$ cat src/hw/ctm_pkg.sv
// Shared constants of the charger thermal monitor and serial port.
package ctm_pkg;
  localparam logic [6:0] TARGET_ADDR = 7'h6b;
  localparam int CLK_HZ = 20000000;
  localparam int WINDOW_MS = 25;
  localparam int PERIOD_MS = 225;
  localparam int IRQ_PULSE_US = 128;
  localparam int WINDOW_CYC = WINDOW_MS * (CLK_HZ / 1000);
  localparam int PERIOD_CYC = PERIOD_MS * (CLK_HZ / 1000);
  localparam int IRQ_CYC = IRQ_PULSE_US * (CLK_HZ / 1000000);
  localparam logic [7:0] ADDR_FAULT = 8'h00;
  localparam logic [7:0] ADDR_TS_MSB = 8'h01;
  localparam logic [7:0] ADDR_SLOT = 8'h02;
  localparam logic [7:0] ADDR_PIN_CTRL = 8'h03;
  localparam logic [7:0] ADDR_THERM_CTRL = 8'h04;
  localparam logic [7:0] ADDR_REDUCED_V = 8'h05;
  localparam logic [7:0] ADDR_AUX_CTRL = 8'h06;
  localparam logic [7:0] ADDR_COLD = 8'h07;
  localparam logic [7:0] ADDR_COOL = 8'h08;
  localparam logic [7:0] ADDR_WARM = 8'h09;
  localparam logic [7:0] ADDR_HOT = 8'h0a;
  localparam logic [7:0] ADDR_OPEN = 8'h0b;
  localparam logic [7:0] UNMAPPED_DATA = 8'hff;
  localparam logic [7:0] COLD_RST = 8'h7c;
  localparam logic [7:0] COOL_RST = 8'h6d;
  localparam logic [7:0] WARM_RST = 8'h38;
  localparam logic [7:0] HOT_RST = 8'h27;
  localparam logic [7:0] OPEN_RST = 8'hc0;
  localparam logic [7:0] PIN_CTRL_RST = 8'h04;
  localparam logic [7:0] THERM_CTRL_RST = 8'h00;
  localparam logic [7:0] REDUCED_V_RST = 8'h00;
  localparam logic [7:0] AUX_CTRL_RST = 8'h00;
  localparam int FLT_HOT = 0;
  localparam int FLT_WARM = 1;
  localparam int FLT_COOL = 2;
  localparam int FLT_COLD = 3;
  localparam int FLT_OPEN = 4;
  localparam int PIN_DRIVE_BIT = 2;
  localparam int SCALE_LSB = 2;
  localparam int AUX_EN_BIT = 0;
  localparam int AUX_SLOT_BIT = 1;
  localparam logic [1:0] PROFILE_FOUR = 2'h0;
  localparam logic [1:0] PROFILE_HOTCOLD = 2'h1;
  localparam logic [1:0] PIN_MODE_SUPPLY = 2'h0;
  localparam logic [1:0] PIN_MODE_BUTTON = 2'h1;
endpackage : ctm_pkg

$ cat src/hw/ctm_sync.sv
// Three-stage input synchroniser that accepts a change once stages two and three agree.
`timescale 1ns/1ps
`default_nettype none
module ctm_sync #(
  parameter int W = 1,
  parameter logic [W-1:0] RST_VAL = '0
) (
  input wire logic clk,
  input wire logic srst,
  input wire logic [W-1:0] d,
  output logic [W-1:0] q
);
  logic [W-1:0] s1;
  logic [W-1:0] s2;
  logic [W-1:0] s3;

  always_ff @(posedge clk) begin
    if (srst) begin
      s1 <= RST_VAL;
      s2 <= RST_VAL;
      s3 <= RST_VAL;
    end else begin
      s1 <= d;
      s2 <= s1;
      s3 <= s2;
    end
  end

  // Each bit follows only when the two later stages agree.
  always_ff @(posedge clk) begin
    if (srst) begin
      q <= RST_VAL;
    end else begin
      for (int i = 0; i < W; i++) begin
        if (s2[i] == s3[i]) begin
          q[i] <= s3[i];
        end
      end
    end
  end
endmodule : ctm_sync
`default_nettype wire

$ cat src/hw/ctm_top.sv
// Charger status pin, thermistor monitor and serial target port.
// Functional notes
// - Default mode: pull pin low when supply valid.
// - Mode 01: pin mirrors pushbutton input.
// - Mode 1x: pin follows drive value bit.
// - Bias 25ms every 225ms while supply present.
// - Profile: four-threshold, hot/cold, or disabled.
// - Hot or cold suspends charge and timer.
// - Cool zone scales current, rounding down.
// - Warm zone lowers regulation voltage.
// - Any fault gives 128us interrupt pulse.
// - Fault bits stay until read.
// - Interrupt on every threshold crossing.
// - Open thermistor disables charging.
// - Default thresholds match documented voltages.
// - Limits compare against result upper byte.
// - Aux input biased like thermistor, readable.
// - Target only, standard and fast mode.
// - Answers to seven-bit address 6Bh.
// - Acknowledge only on address match.
// - Nine-bit units, receiver acknowledges.
// - Unmapped reads return FFh.
// - Registers kept while any supply is up.
`timescale 1ns/1ps
`default_nettype none
module ctm_top #(
  parameter int WINDOW_CYCLES = ctm_pkg::WINDOW_CYC,
  parameter int PERIOD_CYCLES = ctm_pkg::PERIOD_CYC,
  parameter int RESULT_W = 16
) (
  input wire logic clk,
  input wire logic srst,
  input wire logic scl_in,
  input wire logic sda_in,
  output logic sda_o,
  output logic sda_oe_n,
  input wire logic in_above_lockout,
  input wire logic in_above_sleep,
  input wire logic in_below_ovp,
  input wire logic pushbutton_input,
  output logic status_pin_o,
  output logic status_pin_oe_n,
  output logic int_o,
  output logic int_oe_n,
  output logic ts_bias_en,
  output logic aux_bias_en,
  input wire logic [RESULT_W-1:0] ts_result,
  input wire logic ts_result_valid,
  input wire logic [RESULT_W-1:0] aux_result,
  input wire logic aux_result_valid,
  input wire logic [7:0] fast_charge_current,
  output logic [7:0] charge_current_code,
  output logic charge_suspend,
  output logic safety_timer_halt,
  output logic charge_disable,
  output logic battery_regulation_reduce,
  output logic [7:0] reduced_voltage_code
);
  ////////////////////////////////////////////////////////////////////////////
  // Input synchronisers.
  logic [5:0] pins_s;
  logic scl;
  logic sda;
  logic in_ok_lockout;
  logic in_ok_sleep;
  logic in_ok_ovp;
  logic button;
  logic scl_d;
  logic sda_d;

  ctm_sync #(.W(6), .RST_VAL(6'h23)) u_sync (
    .clk(clk),
    .srst(srst),
    .d({pushbutton_input, in_below_ovp, in_above_sleep, in_above_lockout, sda_in, scl_in}),
    .q(pins_s)
  );

  assign scl = pins_s[0];
  assign sda = pins_s[1];
  assign in_ok_lockout = pins_s[2];
  assign in_ok_sleep = pins_s[3];
  assign in_ok_ovp = pins_s[4];
  assign button = pins_s[5];

  always_ff @(posedge clk) begin
    if (srst) begin
      scl_d <= 1'b1;
      sda_d <= 1'b1;
    end else begin
      scl_d <= scl;
      sda_d <= sda;
    end
  end

  logic scl_rise;
  logic scl_fall;
  logic start_cond;
  logic stop_cond;
  assign scl_rise = scl & ~scl_d;
  assign scl_fall = ~scl & scl_d;
  assign start_cond = scl & scl_d & sda_d & ~sda;
  assign stop_cond = scl & scl_d & ~sda_d & sda;

  ////////////////////////////////////////////////////////////////////////////
  // Registers, kept until srst, which only rises when both supplies are lost.
  logic [7:0] pin_ctrl;
  logic [7:0] therm_ctrl;
  logic [7:0] reduced_v;
  logic [7:0] aux_ctrl;
  logic [7:0] cold_limit;
  logic [7:0] cool_limit;
  logic [7:0] warm_limit;
  logic [7:0] hot_limit;
  logic [7:0] open_limit;
  logic [4:0] fault_flags;
  logic [7:0] ts_msb;
  logic [7:0] aux_msb;
  logic wr_en;
  logic [7:0] wr_addr;
  logic [7:0] wr_data;
  logic rd_clear;

  always_ff @(posedge clk) begin
    if (srst) begin
      pin_ctrl <= ctm_pkg::PIN_CTRL_RST;
      therm_ctrl <= ctm_pkg::THERM_CTRL_RST;
      reduced_v <= ctm_pkg::REDUCED_V_RST;
      aux_ctrl <= ctm_pkg::AUX_CTRL_RST;
      cold_limit <= ctm_pkg::COLD_RST;
      cool_limit <= ctm_pkg::COOL_RST;
      warm_limit <= ctm_pkg::WARM_RST;
      hot_limit <= ctm_pkg::HOT_RST;
      open_limit <= ctm_pkg::OPEN_RST;
    end else if (wr_en) begin
      unique case (wr_addr)
        ctm_pkg::ADDR_PIN_CTRL: pin_ctrl <= wr_data;
        ctm_pkg::ADDR_THERM_CTRL: therm_ctrl <= wr_data;
        ctm_pkg::ADDR_REDUCED_V: reduced_v <= wr_data;
        ctm_pkg::ADDR_AUX_CTRL: aux_ctrl <= wr_data;
        ctm_pkg::ADDR_COLD: cold_limit <= wr_data;
        ctm_pkg::ADDR_COOL: cool_limit <= wr_data;
        ctm_pkg::ADDR_WARM: warm_limit <= wr_data;
        ctm_pkg::ADDR_HOT: hot_limit <= wr_data;
        ctm_pkg::ADDR_OPEN: open_limit <= wr_data;
        default: ;
      endcase
    end
  end

  function automatic logic [7:0] read_mux(input logic [7:0] a);
    logic [7:0] r;
    r = ctm_pkg::UNMAPPED_DATA;
    unique case (a)
      ctm_pkg::ADDR_FAULT: r = {3'h0, fault_flags};
      ctm_pkg::ADDR_TS_MSB: r = ts_msb;
      ctm_pkg::ADDR_SLOT: r = aux_ctrl[ctm_pkg::AUX_SLOT_BIT] ? aux_msb : ts_msb;
      ctm_pkg::ADDR_PIN_CTRL: r = pin_ctrl;
      ctm_pkg::ADDR_THERM_CTRL: r = therm_ctrl;
      ctm_pkg::ADDR_REDUCED_V: r = reduced_v;
      ctm_pkg::ADDR_AUX_CTRL: r = aux_ctrl;
      ctm_pkg::ADDR_COLD: r = cold_limit;
      ctm_pkg::ADDR_COOL: r = cool_limit;
      ctm_pkg::ADDR_WARM: r = warm_limit;
      ctm_pkg::ADDR_HOT: r = hot_limit;
      ctm_pkg::ADDR_OPEN: r = open_limit;
      default: ;
    endcase
    return r;
  endfunction : read_mux

  ////////////////////////////////////////////////////////////////////////////
  // Serial target port.
  typedef enum logic [6:0] {
    ST_IDLE = 7'h01,
    ST_ADDR = 7'h02,
    ST_ADDR_ACK = 7'h04,
    ST_WR = 7'h08,
    ST_WR_ACK = 7'h10,
    ST_RD = 7'h20,
    ST_RD_ACK = 7'h40
  } ctm_state_t;

  ctm_state_t state;
  logic [3:0] bit_cnt;
  logic [7:0] shreg;
  logic [7:0] txreg;
  logic [7:0] ptr;
  logic ptr_phase;
  logic rw_bit;
  logic host_ack;
  logic sda_low;
  logic [7:0] rd_byte;

  // Byte that a read would load from the current pointer.
  always_comb begin
    rd_byte = read_mux(ptr);
  end

  always_ff @(posedge clk) begin
    wr_en <= 1'b0;
    rd_clear <= 1'b0;
    if (srst) begin
      state <= ST_IDLE;
      bit_cnt <= 4'h0;
      shreg <= 8'h00;
      txreg <= 8'h00;
      ptr <= 8'h00;
      ptr_phase <= 1'b0;
      rw_bit <= 1'b0;
      host_ack <= 1'b0;
      sda_low <= 1'b0;
      wr_addr <= 8'h00;
      wr_data <= 8'h00;
    end else if (start_cond) begin
      state <= ST_ADDR;
      bit_cnt <= 4'h0;
      sda_low <= 1'b0;
    end else if (stop_cond) begin
      state <= ST_IDLE;
      bit_cnt <= 4'h0;
      sda_low <= 1'b0;
    end else if (scl_rise) begin
      if (state == ST_ADDR || state == ST_WR || state == ST_RD) begin
        shreg <= {shreg[6:0], sda};
        bit_cnt <= bit_cnt + 4'h1;
      end
      if (state == ST_RD_ACK) begin
        host_ack <= ~sda;
      end
    end else if (scl_fall) begin
      unique case (state)
        ST_ADDR: begin
          if (bit_cnt == 4'h8) begin
            if (shreg[7:1] == ctm_pkg::TARGET_ADDR) begin
              state <= ST_ADDR_ACK;
              rw_bit <= shreg[0];
              sda_low <= 1'b1;
            end else begin
              state <= ST_IDLE;
            end
          end
        end
        ST_ADDR_ACK: begin
          bit_cnt <= 4'h0;
          if (rw_bit) begin
            state <= ST_RD;
            txreg <= rd_byte;
            sda_low <= ~rd_byte[7];
            rd_clear <= (ptr == ctm_pkg::ADDR_FAULT);
          end else begin
            state <= ST_WR;
            ptr_phase <= 1'b1;
            sda_low <= 1'b0;
          end
        end
        ST_WR: begin
          if (bit_cnt == 4'h8) begin
            state <= ST_WR_ACK;
            sda_low <= 1'b1;
            if (ptr_phase) begin
              ptr <= shreg;
              ptr_phase <= 1'b0;
            end else begin
              wr_en <= 1'b1;
              wr_addr <= ptr;
              wr_data <= shreg;
              ptr <= ptr + 8'h01;
            end
          end
        end
        ST_WR_ACK: begin
          state <= ST_WR;
          bit_cnt <= 4'h0;
          sda_low <= 1'b0;
        end
        ST_RD: begin
          if (bit_cnt == 4'h8) begin
            state <= ST_RD_ACK;
            sda_low <= 1'b0;
            ptr <= ptr + 8'h01;
          end else begin
            txreg <= {txreg[6:0], 1'b0};
            sda_low <= ~txreg[6];
          end
        end
        ST_RD_ACK: begin
          bit_cnt <= 4'h0;
          if (host_ack) begin
            state <= ST_RD;
            txreg <= rd_byte;
            sda_low <= ~rd_byte[7];
            rd_clear <= (ptr == ctm_pkg::ADDR_FAULT);
          end else begin
            state <= ST_IDLE;
          end
        end
        default: state <= ST_IDLE;
      endcase
    end
  end

  assign sda_o = 1'b0;
  assign sda_oe_n = ~sda_low;

  ////////////////////////////////////////////////////////////////////////////
  // Status pin.
  logic pin_low;
  always_ff @(posedge clk) begin
    if (srst) begin
      pin_low <= 1'b0;
    end else if (pin_ctrl[1]) begin
      pin_low <= ~pin_ctrl[ctm_pkg::PIN_DRIVE_BIT];
    end else if (pin_ctrl[1:0] == ctm_pkg::PIN_MODE_BUTTON) begin
      pin_low <= ~button;
    end else begin
      pin_low <= in_ok_lockout & in_ok_sleep & in_ok_ovp;
    end
  end
  assign status_pin_o = 1'b0;
  assign status_pin_oe_n = ~pin_low;

  ////////////////////////////////////////////////////////////////////////////
  // Sampling windows.
  logic [31:0] samp_cnt;
  logic window;
  always_ff @(posedge clk) begin
    if (srst || !in_ok_lockout) begin
      samp_cnt <= 32'h0;
    end else if (samp_cnt == 32'(PERIOD_CYCLES - 1)) begin
      samp_cnt <= 32'h0;
    end else begin
      samp_cnt <= samp_cnt + 32'h1;
    end
  end
  assign window = in_ok_lockout && (samp_cnt < 32'(WINDOW_CYCLES));

  always_ff @(posedge clk) begin
    if (srst) begin
      ts_bias_en <= 1'b0;
      aux_bias_en <= 1'b0;
    end else begin
      ts_bias_en <= window;
      aux_bias_en <= window & aux_ctrl[ctm_pkg::AUX_EN_BIT];
    end
  end

  always_ff @(posedge clk) begin
    if (srst) begin
      ts_msb <= 8'h00;
      aux_msb <= 8'h00;
    end else begin
      if (ts_result_valid && ts_bias_en) begin
        ts_msb <= ts_result[RESULT_W-1 -: 8];
      end
      if (aux_result_valid && aux_bias_en) begin
        aux_msb <= aux_result[RESULT_W-1 -: 8];
      end
    end
  end

  ////////////////////////////////////////////////////////////////////////////
  // Zones, faults and interrupt pulse.
  logic [4:0] zone;
  logic [4:0] next_zone;
  logic [11:0] irq_cnt;
  always_comb begin
    next_zone = 5'h0;
    next_zone[ctm_pkg::FLT_HOT] = ts_msb < hot_limit;
    next_zone[ctm_pkg::FLT_WARM] = (ts_msb > hot_limit) && (ts_msb < warm_limit);
    next_zone[ctm_pkg::FLT_COOL] = (ts_msb > cool_limit) && (ts_msb < cold_limit);
    next_zone[ctm_pkg::FLT_COLD] = ts_msb > cold_limit;
    next_zone[ctm_pkg::FLT_OPEN] = ts_msb > open_limit;
  end

  always_ff @(posedge clk) begin
    if (srst) begin
      zone <= 5'h0;
    end else begin
      zone <= next_zone;
    end
  end

  always_ff @(posedge clk) begin
    if (srst) begin
      fault_flags <= 5'h0;
    end else begin
      fault_flags <= (fault_flags & ~{5{rd_clear}}) | (next_zone & ~zone);
    end
  end

  always_ff @(posedge clk) begin
    if (srst) begin
      irq_cnt <= 12'h0;
    end else if (next_zone != zone) begin
      irq_cnt <= 12'(ctm_pkg::IRQ_CYC);
    end else if (irq_cnt != 12'h0) begin
      irq_cnt <= irq_cnt - 12'h1;
    end
  end
  assign int_o = 1'b0;
  assign int_oe_n = (irq_cnt == 12'h0);

  ////////////////////////////////////////////////////////////////////////////
  // Charge control.
  logic [1:0] profile;
  logic [2:0] scale;
  logic [10:0] scaled;
  assign profile = therm_ctrl[1:0];
  assign scale = therm_ctrl[ctm_pkg::SCALE_LSB +: 3];
  assign scaled = (11'(fast_charge_current) * 11'(4'h8 - {1'b0, scale})) >> 3;

  always_ff @(posedge clk) begin
    if (srst) begin
      charge_suspend <= 1'b0;
      safety_timer_halt <= 1'b0;
      charge_disable <= 1'b0;
      battery_regulation_reduce <= 1'b0;
      charge_current_code <= 8'h00;
      reduced_voltage_code <= ctm_pkg::REDUCED_V_RST;
    end else begin
      charge_suspend <= 1'b0;
      safety_timer_halt <= 1'b0;
      battery_regulation_reduce <= 1'b0;
      charge_current_code <= fast_charge_current;
      reduced_voltage_code <= reduced_v;
      charge_disable <= zone[ctm_pkg::FLT_OPEN];
      if (profile == ctm_pkg::PROFILE_FOUR || profile == ctm_pkg::PROFILE_HOTCOLD) begin
        if (zone[ctm_pkg::FLT_HOT] || zone[ctm_pkg::FLT_COLD]) begin
          charge_suspend <= 1'b1;
          safety_timer_halt <= 1'b1;
        end
      end
      if (profile == ctm_pkg::PROFILE_FOUR) begin
        if (zone[ctm_pkg::FLT_COOL]) begin
          charge_current_code <= scaled[7:0];
        end
        battery_regulation_reduce <= zone[ctm_pkg::FLT_WARM];
      end
    end
  end
endmodule : ctm_top
`default_nettype wire

$ cat config.mk
export PLATFORM = sky130hd
export DESIGN_NAME = ctm_top
export DESIGN_NICKNAME = d
export VERILOG_FILES = /design/src/hw/ctm_pkg.sv /design/src/hw/ctm_sync.sv /design/src/hw/ctm_top.sv
export SDC_FILE = /design/constraint.sdc
export NUM_CORES = 1
export LEC_CHECK = 0
export BUFFER_PORTS_ARGS = -buffer_cell sky130_fd_sc_hd__buf_2
export CAP_MARGIN = 20
export CELL_PAD_IN_SITES_DETAIL_PLACEMENT = 1
export CELL_PAD_IN_SITES_GLOBAL_PLACEMENT = 2
export CORE_MARGIN = 2
export CORE_UTILIZATION = 42
export CTS_BUF_LIST = sky130_fd_sc_hd__clkbuf_8
export DETAILED_ROUTE_END_ITERATION = 16
export PLACE_DENSITY = 0.95
export SYNTH_ARGS = -nofsm -noshare
export SYNTH_HDL_FRONTEND = slang
export SYNTH_SLANG_ARGS = --single-unit
$ cat constraint.sdc
create_clock -name clk -period 12.05 [get_ports clk]
set_input_delay 2.41 -clock clk [delete_from_list [all_inputs] [get_ports clk]]
set_output_delay 2.41 -clock clk [all_outputs]
set_load 0.005 [all_outputs]
; After elaboration in Yosys (flattened, before gate mapping)
; Index checks and enable logic that the tools add are counted.
[classes]
magnitude_cmp = 8
reduce_logical = 51
n_bitwise = 34
eq_ne = 51
n_mul = 1
mux = 46
n_addsub = 5
[ops]
columns = cell, count
row1 = case mux 8 bit (12 select lines), 1
row2 = "equality test 8 x 3 -> 1 bit, second input constant", 8
row3 = "equality test 8 x 4 -> 1 bit, second input constant", 8
row4 = 2-to-1 mux 8 bit, 6
row5 = 2-to-1 mux 7 bit, 6
row6 = case mux 7 bit (6 select lines), 1
row7 = AND reduction 7 bit, 5
row8 = "adder 32 x 1 -> 32 bit, second input constant", 1
row9 = "equality test 32 x 23 -> 1 bit, second input constant", 1
row10 = > comparator 8 bit, 4
row11 = "< comparator 32 x 19 -> 1 bit, second input constant", 1
row12 = "equality test 8 x 2 -> 1 bit, second input constant", 3
row13 = < comparator 8 bit, 3
row14 = 2-to-1 mux 12 bit, 2
row15 = case mux 7 bit (3 select lines), 1
row16 = NOT 1 bit, 19
row17 = AND reduction 2 bit, 9
row18 = 2-to-1 mux 4 bit, 4
row19 = case mux 8 bit (2 select lines), 1
row20 = "equality test 7 bit, second input constant", 2
row21 = 2-to-1 mux 1 bit, 14
row22 = zero test 12 bit, 1
row23 = 2-to-1 mux 6 bit, 2
row24 = "inequality test 4 x 3 -> 1 bit, second input constant", 3
row25 = other kinds (43), 90
[totals]
ff_bits = 246
input_bits = 50
output_inout_bits = 28
word_cells = 245

; Depth between registers and ports, before layout
; Gate-level depths: netlist of run 1.
[logic_depth]
ltp_word = 8
depth_mapped = 17
depth_no_buf = 16

; Modules after synthesis
; Synthesis of run 1 repeated with hierarchy kept, for this count alone.
[hier_totals]
cells_unflattened = 1478
hier_area_um2 = 12539.5
[by_module_without_submodules]
columns = mod, area_each_um2, cells_per_inst, seq_area_each_um2, instances
row1 = ctm_top, 11830.1, 1416, 4444.3, 1
row2 = ctm_sync, 709.4, 62, 480.5, 1

; Worst setup path before layout of run 1
; No wires, ideal clock.
[synth_timing]
kind = in2reg
from = input fast_charge_current[4]
to = register charge_current_code[7]
setup_ps = 128
n_path_buf = 0
path_slack_ps = 6511
path_stages = 13
required_time_ps = 11922
arrival_ps = 5411
cell_sequence = and2_1 -> ha_1 -> fa_1 -> inv_1 -> fa_1 -> inv_1 -> ha_1 -> a21oi_1 -> o21ai_0 -> a2111oi_0 -> nor3_1 -> mux2i_1 -> nand4_1
[synth_via]
elab_chain_cells = 3
[synth_lines]
columns = element, line_no
row1 = "start, declared", ctm_top.sv:51  ; input wire logic [7:0] fast_charge_current,
row2 = multiplier 9 x 5 -> 11 bit, ctm_top.sv:410  ; assign scaled = (11'(fast_charge_current) * 11'(4'h8 - {1'b0, scale})) >> 3;
row3 = 2-to-1 mux 8 bit, ctm_top.sv:434  ; if (zone[ctm_pkg::FLT_COOL]) begin
row4 = 2-to-1 mux 8 bit, ctm_top.sv:433  ; if (profile == ctm_pkg::PROFILE_FOUR) begin
row5 = "end signal, assigned", ctm_top.sv:424  ; charge_current_code <= fast_charge_current;
row6 = "end signal, assigned", ctm_top.sv:435  ; charge_current_code <= scaled[7:0];
row7 = "end, declared", ctm_top.sv:52  ; output logic [7:0] charge_current_code,
; Every way passes these cells.
; A chain may end at the register's enable or synchronous reset.

; Worst setup path in the final report of run 1
[layout_timing]
from = input fast_charge_current[2]
to = register charge_current_code[7]
; Same word-level chain as after synthesis.

==> parameters.txt, run 1 <==
Parameter                              Value

Cells and area
  Number of filler cells placed in the layout    3501
  Most flop-heavy register    samp_cnt
  Final core occ    47.4%
  NumNets Final    1623
  Number of flip-flops in the largest register    32
  Inserted Diodes    0
  Summed area of non-filler cells in the final layout    13900 µm²
  Fraction of final layout cells sized beyond drive strength 1    10.5%
  Biggest registers after layout    samp_cnt x32, irq_cnt x12
  Synthesis-to-layout area growth    11.8%

Synth
  Sequential area share after synthesis    39.5%
  Library cells used by synthesis    72
  Count of state elements after synthesis    246
  Combined area of all synthesized cells    12500 µm²
  Number of cells produced by synthesis    1459
  Number of enable flip-flop cells after synthesis    0
  Average footprint of a synthesized cell    8.54 µm²
  Share of synthesized registers carrying an async set or reset    0%
  Warning count from the yosys run    0
  Top_reg_cell synth    sky130_fd_sc_hd__dfxtp_1

CTS
  Clock tree from TritonCTS    built
  Number of buffers created by CTS    44
  Clock transition time at the flip-flop clock pins of the worst setup and hold paths    0.06 ns
  Clock insertion delay at the later pin of the skew report    0.57 ns
  Count of hold buffers inserted by post-cts repair    0
  Number of instances resized during post-cts repair    0
  Clk buf depth    3
  Clock sinks    246
  Number of setup buffers added after CTS    0
  Root Buffer Master    sky130_fd_sc_hd__clkbuf_8
  H-tree depth reported by CTS    2

Critical path
  Type of the worst setup path    primary input to flop
  Cell with the largest stage delay on the worst path    sky130_fd_sc_hd__fa_1
  Startpoint type of the worst setup path    primary input
  Data arrival time of the critical path    5.89 ns
  Capturing element type of the critical path    flop
  Crit-path max FO    5
  Cell-by-cell listing of the critical path    buf_2 -> and2_1 -> ha_1 -> inv_1 -> fa_1 -> fa_1 -> inv_1 -> ha_1 -> a21oi_1 -> o21ai_0 -> a2111oi_0 -> nor3_1 -> mux2i_1 -> nand4_1
  Largest stage delay on the critical path    0.56 ns
  Data required time at the worst endpoint    12.47 ns
  End of the worst register-to-register path    charge_current_code[7]
  Combined buffer and inverter count along the critical path    3
  Flop-to-flop setup slack    7.18 ns
  Crit Reg-Reg Startpoint    therm_ctrl[2]
  Cells on worst reg2reg path    16
  Cell class contributing the biggest share of worst-path delay    adder cells

Routing
  Post-detailed-route via-to-cell ratio    5.59
  ANT nets after route    0
  WL per Instance    18.5 µm
  Detailed Route WL    35.3 mm
  Final routed DRC violation total    0
  1st-pass router iterations    6
  Via count    10679
  Count of routing violations after the opening detailed-route iteration    660

GRT
  Total overflow reported by the global router    0
  Tot GR Track Use    22.8%
  Largest net degree at the start of global routing    88
  Via count of the first global-routing pass    10801
  Initial antenna violation count    0
  Wire length of the first global-routing pass    57.3 mm

Timing
  Worst-case headroom to the max-slew limit    31.0%
  Final-report hold violation count    0
  Ratio of final minimum period to clock period    45.4%
  Max Transition Viols Final    0
  Tmin final    5.47 ns
  Setup repair after global routing missed its margin    no
  Worst slew pin tran    1.04 ns
  Maximum clock frequency    183 MHz
  Setup clock skew after layout    0.0299 ns
  Number of failing setup endpoints in the final timing report    0
  Total negative setup slack    0 ns

Hold path
  HP Start    u_sync.s1[0]
  Classification of the worst-slack hold path    flop to flop
  Hold EP    u_sync.s2[0]
  Hold path depth    1

Flow run
  Max cap viols    0

Floorplanning
  Die X    176 µm
  # IOs    78
  Number of placement rows    63
  Die Y-Extent    176 µm
  Overall die area    31100 µm²
  Initial core utilization    42.4%
  Core Region    29400 µm²

Placed design
  Final GP Congestion    0.888
  Area after detailed placement    13000 µm²
  Post-detailed-placement half-perimeter wirelength    24.8 mm
  I/O Buffers    58

Power
  Power per cell area    129 nW/µm²
  Max VDD drop    0.0954 mV
  Leakage power figure    5.89 nW
  Overall power of the completed layout    1.79 mW

Outcome
  Run status    finished clean
## metal layers
metal  vias to the layer above  track usage (%)  routed length, µm
li1                       5147                -                  -
met1                      5204             29.5              15600
met2                       243             38.4              16800
met3                        85             3.68               1640
met4                         0             8.40               1150
met5                         -                0                  0
## layout by cell type (no fill, tap or decap), drive strengths merged, types with 9 or more instances in the layout
cell	instances
dfxtp	246
nor2	162
nand2	135
inv	102
a21oi	95
mux2i	87
ha	73
buf	67
clkbuf	55
o21ai	51
nand3	45
and2	29
nor2b	29
nor3	26
nor4	23
xor2	23
xnor2	22
nand4	21
a21o	12
a22o	12
or3	12
a211oi	12
o211ai	11
fa	11
and3	11
or2	10
a22oi	9
a221oi	9
o22ai	9
a222oi	9
## cells in the mapped netlist, drive strengths merged (26+ instances only)
cell	instances	share of area, %
ha	73	7.3
and2	29	1.5
o21ai	51	2.0
a21oi	95	3.8
nor2	162	4.9
nand3	45	1.8
inv	90	2.7
clkbuf	72	2.2
nand2	135	4.1
dfxtp	246	40
mux2i	87	7.0
nor2b	29	1.5
nor3	26	1.0
## kinds of logic after synthesis
| kind of cell | after synthesis | share of synthesized area, % |
|---|---|---|
| compound gates | 269 | 13.9 |
| xor+xnor | 45 | 3.16 |
| fa+ha+maj | 84 | 9.09 |
| buf+inv | 177 | 5.56 |
| flops | 246 | 39.5 |
| mux | 89 | 7.17 |
| other cells | 1 | 0.0301 |
| simple gates | 548 | 21.6 |
## power by group
| part | internal (mW) | leakage [nW] | total [mW] | switching (mW) |
|---|---|---|---|---|
| logic | 0.0414 | 3.36 | 0.100 | 0.0591 |
| clock network | 0.491 | 0.535 | 0.853 | 0.362 |
| registers | 0.827 | 1.99 | 0.838 | 0.0108 |
## how the worst max path moves through the flow
| stage | cells after the start | startpoint | endpoint |
|---|---|---|---|
| CTS | 14 | fast_charge_current[4] | charge_current_code[7] |
| finish | 14 | fast_charge_current[2] | charge_current_code[7] |
| floorplan | 13 | fast_charge_current[4] | charge_current_code[7] |
| global route | 14 | fast_charge_current[2] | charge_current_code[7] |
| global placement | 14 | fast_charge_current[3] | charge_current_code[7] |
| detailed placement | 14 | fast_charge_current[4] | charge_current_code[7] |
## area by class of cell
cell class / instances / area (µm²) / area share [%]
clock buffer: 54 / 743 / 5.34
clock inverter: 24 / 213 / 1.53
inverter: 91 / 342 / 2.45
multi-input combinational: 1038 / 6860 / 49.2
sequential: 246 / 4920 / 35.4
tap: 390 / 488 / 3.50
timing repair buffer: 68 / 360 / 2.59
## stage by stage
step,hold slack (ns),std cells,worst slack [ns]
floorplan,0.389,1461,6.51
global route,0.423,1911,6.37
CTS,0.413,1908,6.60
global placement,0.394,1830,6.12
detailed placement,0.398,1830,6.05
finish,0.411,1911,6.58
## worst reg2reg max path, delay by kind of cell (launching register included)
family                     cells  cell delay, ns
muxes                          1            0.26
xor gates and xnor gates       1            0.49
AOI/OAI and AO/OA              2            0.38
and+or+nand+nor                4            0.95
buffers and inverters          3            0.20
adders and majority gates      5            1.88
DFF                            1            0.58
Power figures use the tool's default switching activity.
==> inputs of run 2 (changes only) <==
--- a/config.mk
+++ b/config.mk
@@ -10,10 +10,10 @@
 export CELL_PAD_IN_SITES_DETAIL_PLACEMENT = 1
 export CELL_PAD_IN_SITES_GLOBAL_PLACEMENT = 2
 export CORE_MARGIN = 2
-export CORE_UTILIZATION = 42
+export CORE_UTILIZATION = 39
 export CTS_BUF_LIST = sky130_fd_sc_hd__clkbuf_8
 export DETAILED_ROUTE_END_ITERATION = 16
-export PLACE_DENSITY = 0.95
+export PLACE_DENSITY = 0.91
 export SYNTH_ARGS = -nofsm -noshare
 export SYNTH_HDL_FRONTEND = slang
 export SYNTH_SLANG_ARGS = --single-unit
==> constraint.sdc (replaced) <==
create_clock -name clk -period 5.6 [get_ports clk]
set_input_delay 1.12 -clock clk [delete_from_list [all_inputs] [get_ports clk]]
set_output_delay 1.12 -clock clk [all_outputs]
set_load 0.005 [all_outputs]
==> run 2 against run 1 <==
Via count shrank 0.61%. Critical path depth grew 2. Routed wire length grew 0.19%. Critical path type is now flop to flop. Critical endpoint unchanged.
==> parameters.txt, run 2 (same netlist as run 1, synthesis figures left out) <==
Parameter                              Value

Outcome
  Run status    finished clean

Critical path
  Cell-by-cell listing of the critical path    inv_1 -> ha_1 -> xnor2_1 -> and2_1 -> ha_1 -> fa_1 -> inv_1 -> fa_1 -> inv_1 -> ha_1 -> nand2_1 -> o21ai_0 -> a2111oi_0 -> nor3_1 -> mux2i_1 -> nand4_1
  Cell with the largest stage delay on the worst path    sky130_fd_sc_hd__dfxtp_1
  Data arrival time of the critical path    5.21 ns
  Data required time at the worst endpoint    6.03 ns
  Type of the worst setup path    flop to flop
  Capturing element type of the critical path    flop
  Flop-to-flop setup slack    0.82 ns
  Startpoint type of the worst setup path    flop
  Crit-path max FO    11
  Largest stage delay on the critical path    0.59 ns

GRT
  Initial antenna violation count    0
  Via count of the first global-routing pass    11003
  Largest net degree at the start of global routing    74
  Wire length of the first global-routing pass    57.1 mm
  Total overflow reported by the global router    0
  Tot GR Track Use    21.1%

Floorplanning
  Die Y-Extent    183 µm
  Die X    183 µm
  # IOs    78
  Core Region    31500 µm²
  Initial core utilization    39.6%
  Overall die area    33400 µm²
  Number of placement rows    65

CTS
  Count of hold buffers inserted by post-cts repair    0
  Root Buffer Master    sky130_fd_sc_hd__clkbuf_8
  Clock transition time at the flip-flop clock pins of the worst setup and hold paths    0.06 ns
  Clock tree from TritonCTS    built
  Number of instances resized during post-cts repair    0
  Clock sinks    246
  H-tree depth reported by CTS    2
  Number of buffers created by CTS    45
  Number of setup buffers added after CTS    0
  Clock insertion delay at the later pin of the skew report    0.58 ns
  Clk buf depth    3

Timing
  Total negative setup slack    0 ns
  Final-report hold violation count    0
  Tmin final    4.78 ns
  Worst slew pin tran    1.04 ns
  Ratio of final minimum period to clock period    85.3%
  Fin worst setup slack    0.821 ns
  Max Transition Viols Final    0
  Worst-case headroom to the max-slew limit    30.0%
  Number of failing setup endpoints in the final timing report    0
  Setup clock skew after layout    0.0277 ns
  Maximum clock frequency    209 MHz
  Setup repair after global routing missed its margin    no

Flow run
  Max cap viols    0

Power
  Part of the power in combinational logic    5.5%
  Internal cell power    3.01 mW
  Power per cell area    281 nW/µm²
  Sw Ratio    23.9%
  Net switching power figure    0.943 mW
  Fraction of power consumed by the clock network    49.0%
  Max VDD drop    0.228 mV
  Overall power of the completed layout    3.96 mW
  Seq pwr share    45.6%
  Leakage power figure    5.94 nW

Cells and area
  Most common cell after layout, fill and taps aside    sky130_fd_sc_hd__dfxtp_1
  Biggest registers after layout    samp_cnt x32, irq_cnt x12
  Final core occ    44.7%
  Leading cell types in the layout, fill and taps excluded    sky130_fd_sc_hd__dfxtp_1 (246), sky130_fd_sc_hd__nor2_1 (161), sky130_fd_sc_hd__nand2_1 (134)
  Most flop-heavy register    samp_cnt
  Number of filler cells placed in the layout    3685
  Fraction of final layout cells sized beyond drive strength 1    10.9%
  NumNets Final    1626
  Number of flip-flops in the largest register    32
  Inserted Diodes    0
  Synthesis-to-layout area growth    12.8%
  Summed area of non-filler cells in the final layout    14100 µm²

Placed design
  Final GP Congestion    0.878
  Post-detailed-placement half-perimeter wirelength    24.9 mm
  I/O Buffers    58
  Area after detailed placement    13000 µm²
  Post-placement setup slack    0.819 ns

Routing
  ANT nets after route    0
  Count of routing violations after the opening detailed-route iteration    485
  Post-detailed-route via-to-cell ratio    5.50
  Via count    10614
  Final routed DRC violation total    0
  WL per Instance    18.3 µm
  Detailed Route WL    35.3 mm
  1st-pass router iterations    5

Hold path
  Classification of the worst-slack hold path    flop to flop
-- run 2: power by group through the flow --
| stage | clock network (mW) | registers (mW) | logic (mW) |
|---|---|---|---|
| 3_3_place_gp | 0 | 1.84 | 0.210 |
| 2_1_floorplan | 0 | 1.83 | 0.162 |
| 5_1_grt | 2.07 | 1.80 | 0.246 |
| 6_report | 1.94 | 1.80 | 0.216 |
| 3_5_place_dp | 0 | 1.84 | 0.217 |
| 4_1_cts | 1.99 | 1.80 | 0.220 |
-- run 2: area by class of cell --
class                   instances  area (µm²)  share of cell area, %
flip-flops and latches        246        4920                   35.0
well taps                     402         503                   3.58
multi-input cells            1038        6860                   48.8
inverters                      91         342                   2.43
clock inverters                27         262                   1.86
clock buffers                  56         771                   5.48
repair buffers                 70         400                   2.85
-- run 2: worst max-delay path, delay by kind of cell (launching register included) --
kind                     cells  cell delay [ns]
AO/OA/AOI/OAI                2             0.38
multiplexers                 1             0.26
flip-flops                   1             0.59
buffers and inverters        3             0.19
adder cells (fa/ha/maj)      5             1.89
XOR/XNOR                     1             0.44
AND/OR/NAND/NOR              4             0.91
-- run 2: path summary, 6_finish.rpt --
check / depth (start not counted) / to / from
setup / recovery: 16 / charge_current_code[7] / therm_ctrl[2]
hold / removal: 1 / u_sync.s2[1] / u_sync.s1[1]
setup reg to reg: 16 / charge_current_code[7] / therm_ctrl[2]
hold reg to reg: 1 / u_sync.s2[1] / u_sync.s1[1]
-- run 2: through the flow --
| step | std cells | hold WS, ns |
|---|---|---|
| detailed placement | 1845 | 0.395 |
| global route | 1930 | 0.436 |
| finish | 1930 | 0.410 |
| floorplan | 1461 | 0.389 |
| global placement | 1845 | 0.395 |
| CTS | 1928 | 0.408 |
-- run 2: per-layer routing --
| metal | global-route usage (%) | vias up | share of wire (%) |
|---|---|---|---|
| li1 | - | 5149 | - |
| met1 | 27.0 | 5193 | 45 |
| met2 | 36.3 | 195 | 48 |
| met3 | 3.00 | 77 | 3.6 |
| met4 | 7.62 | 0 | 3.2 |
| met5 | 0 | - | 0 |
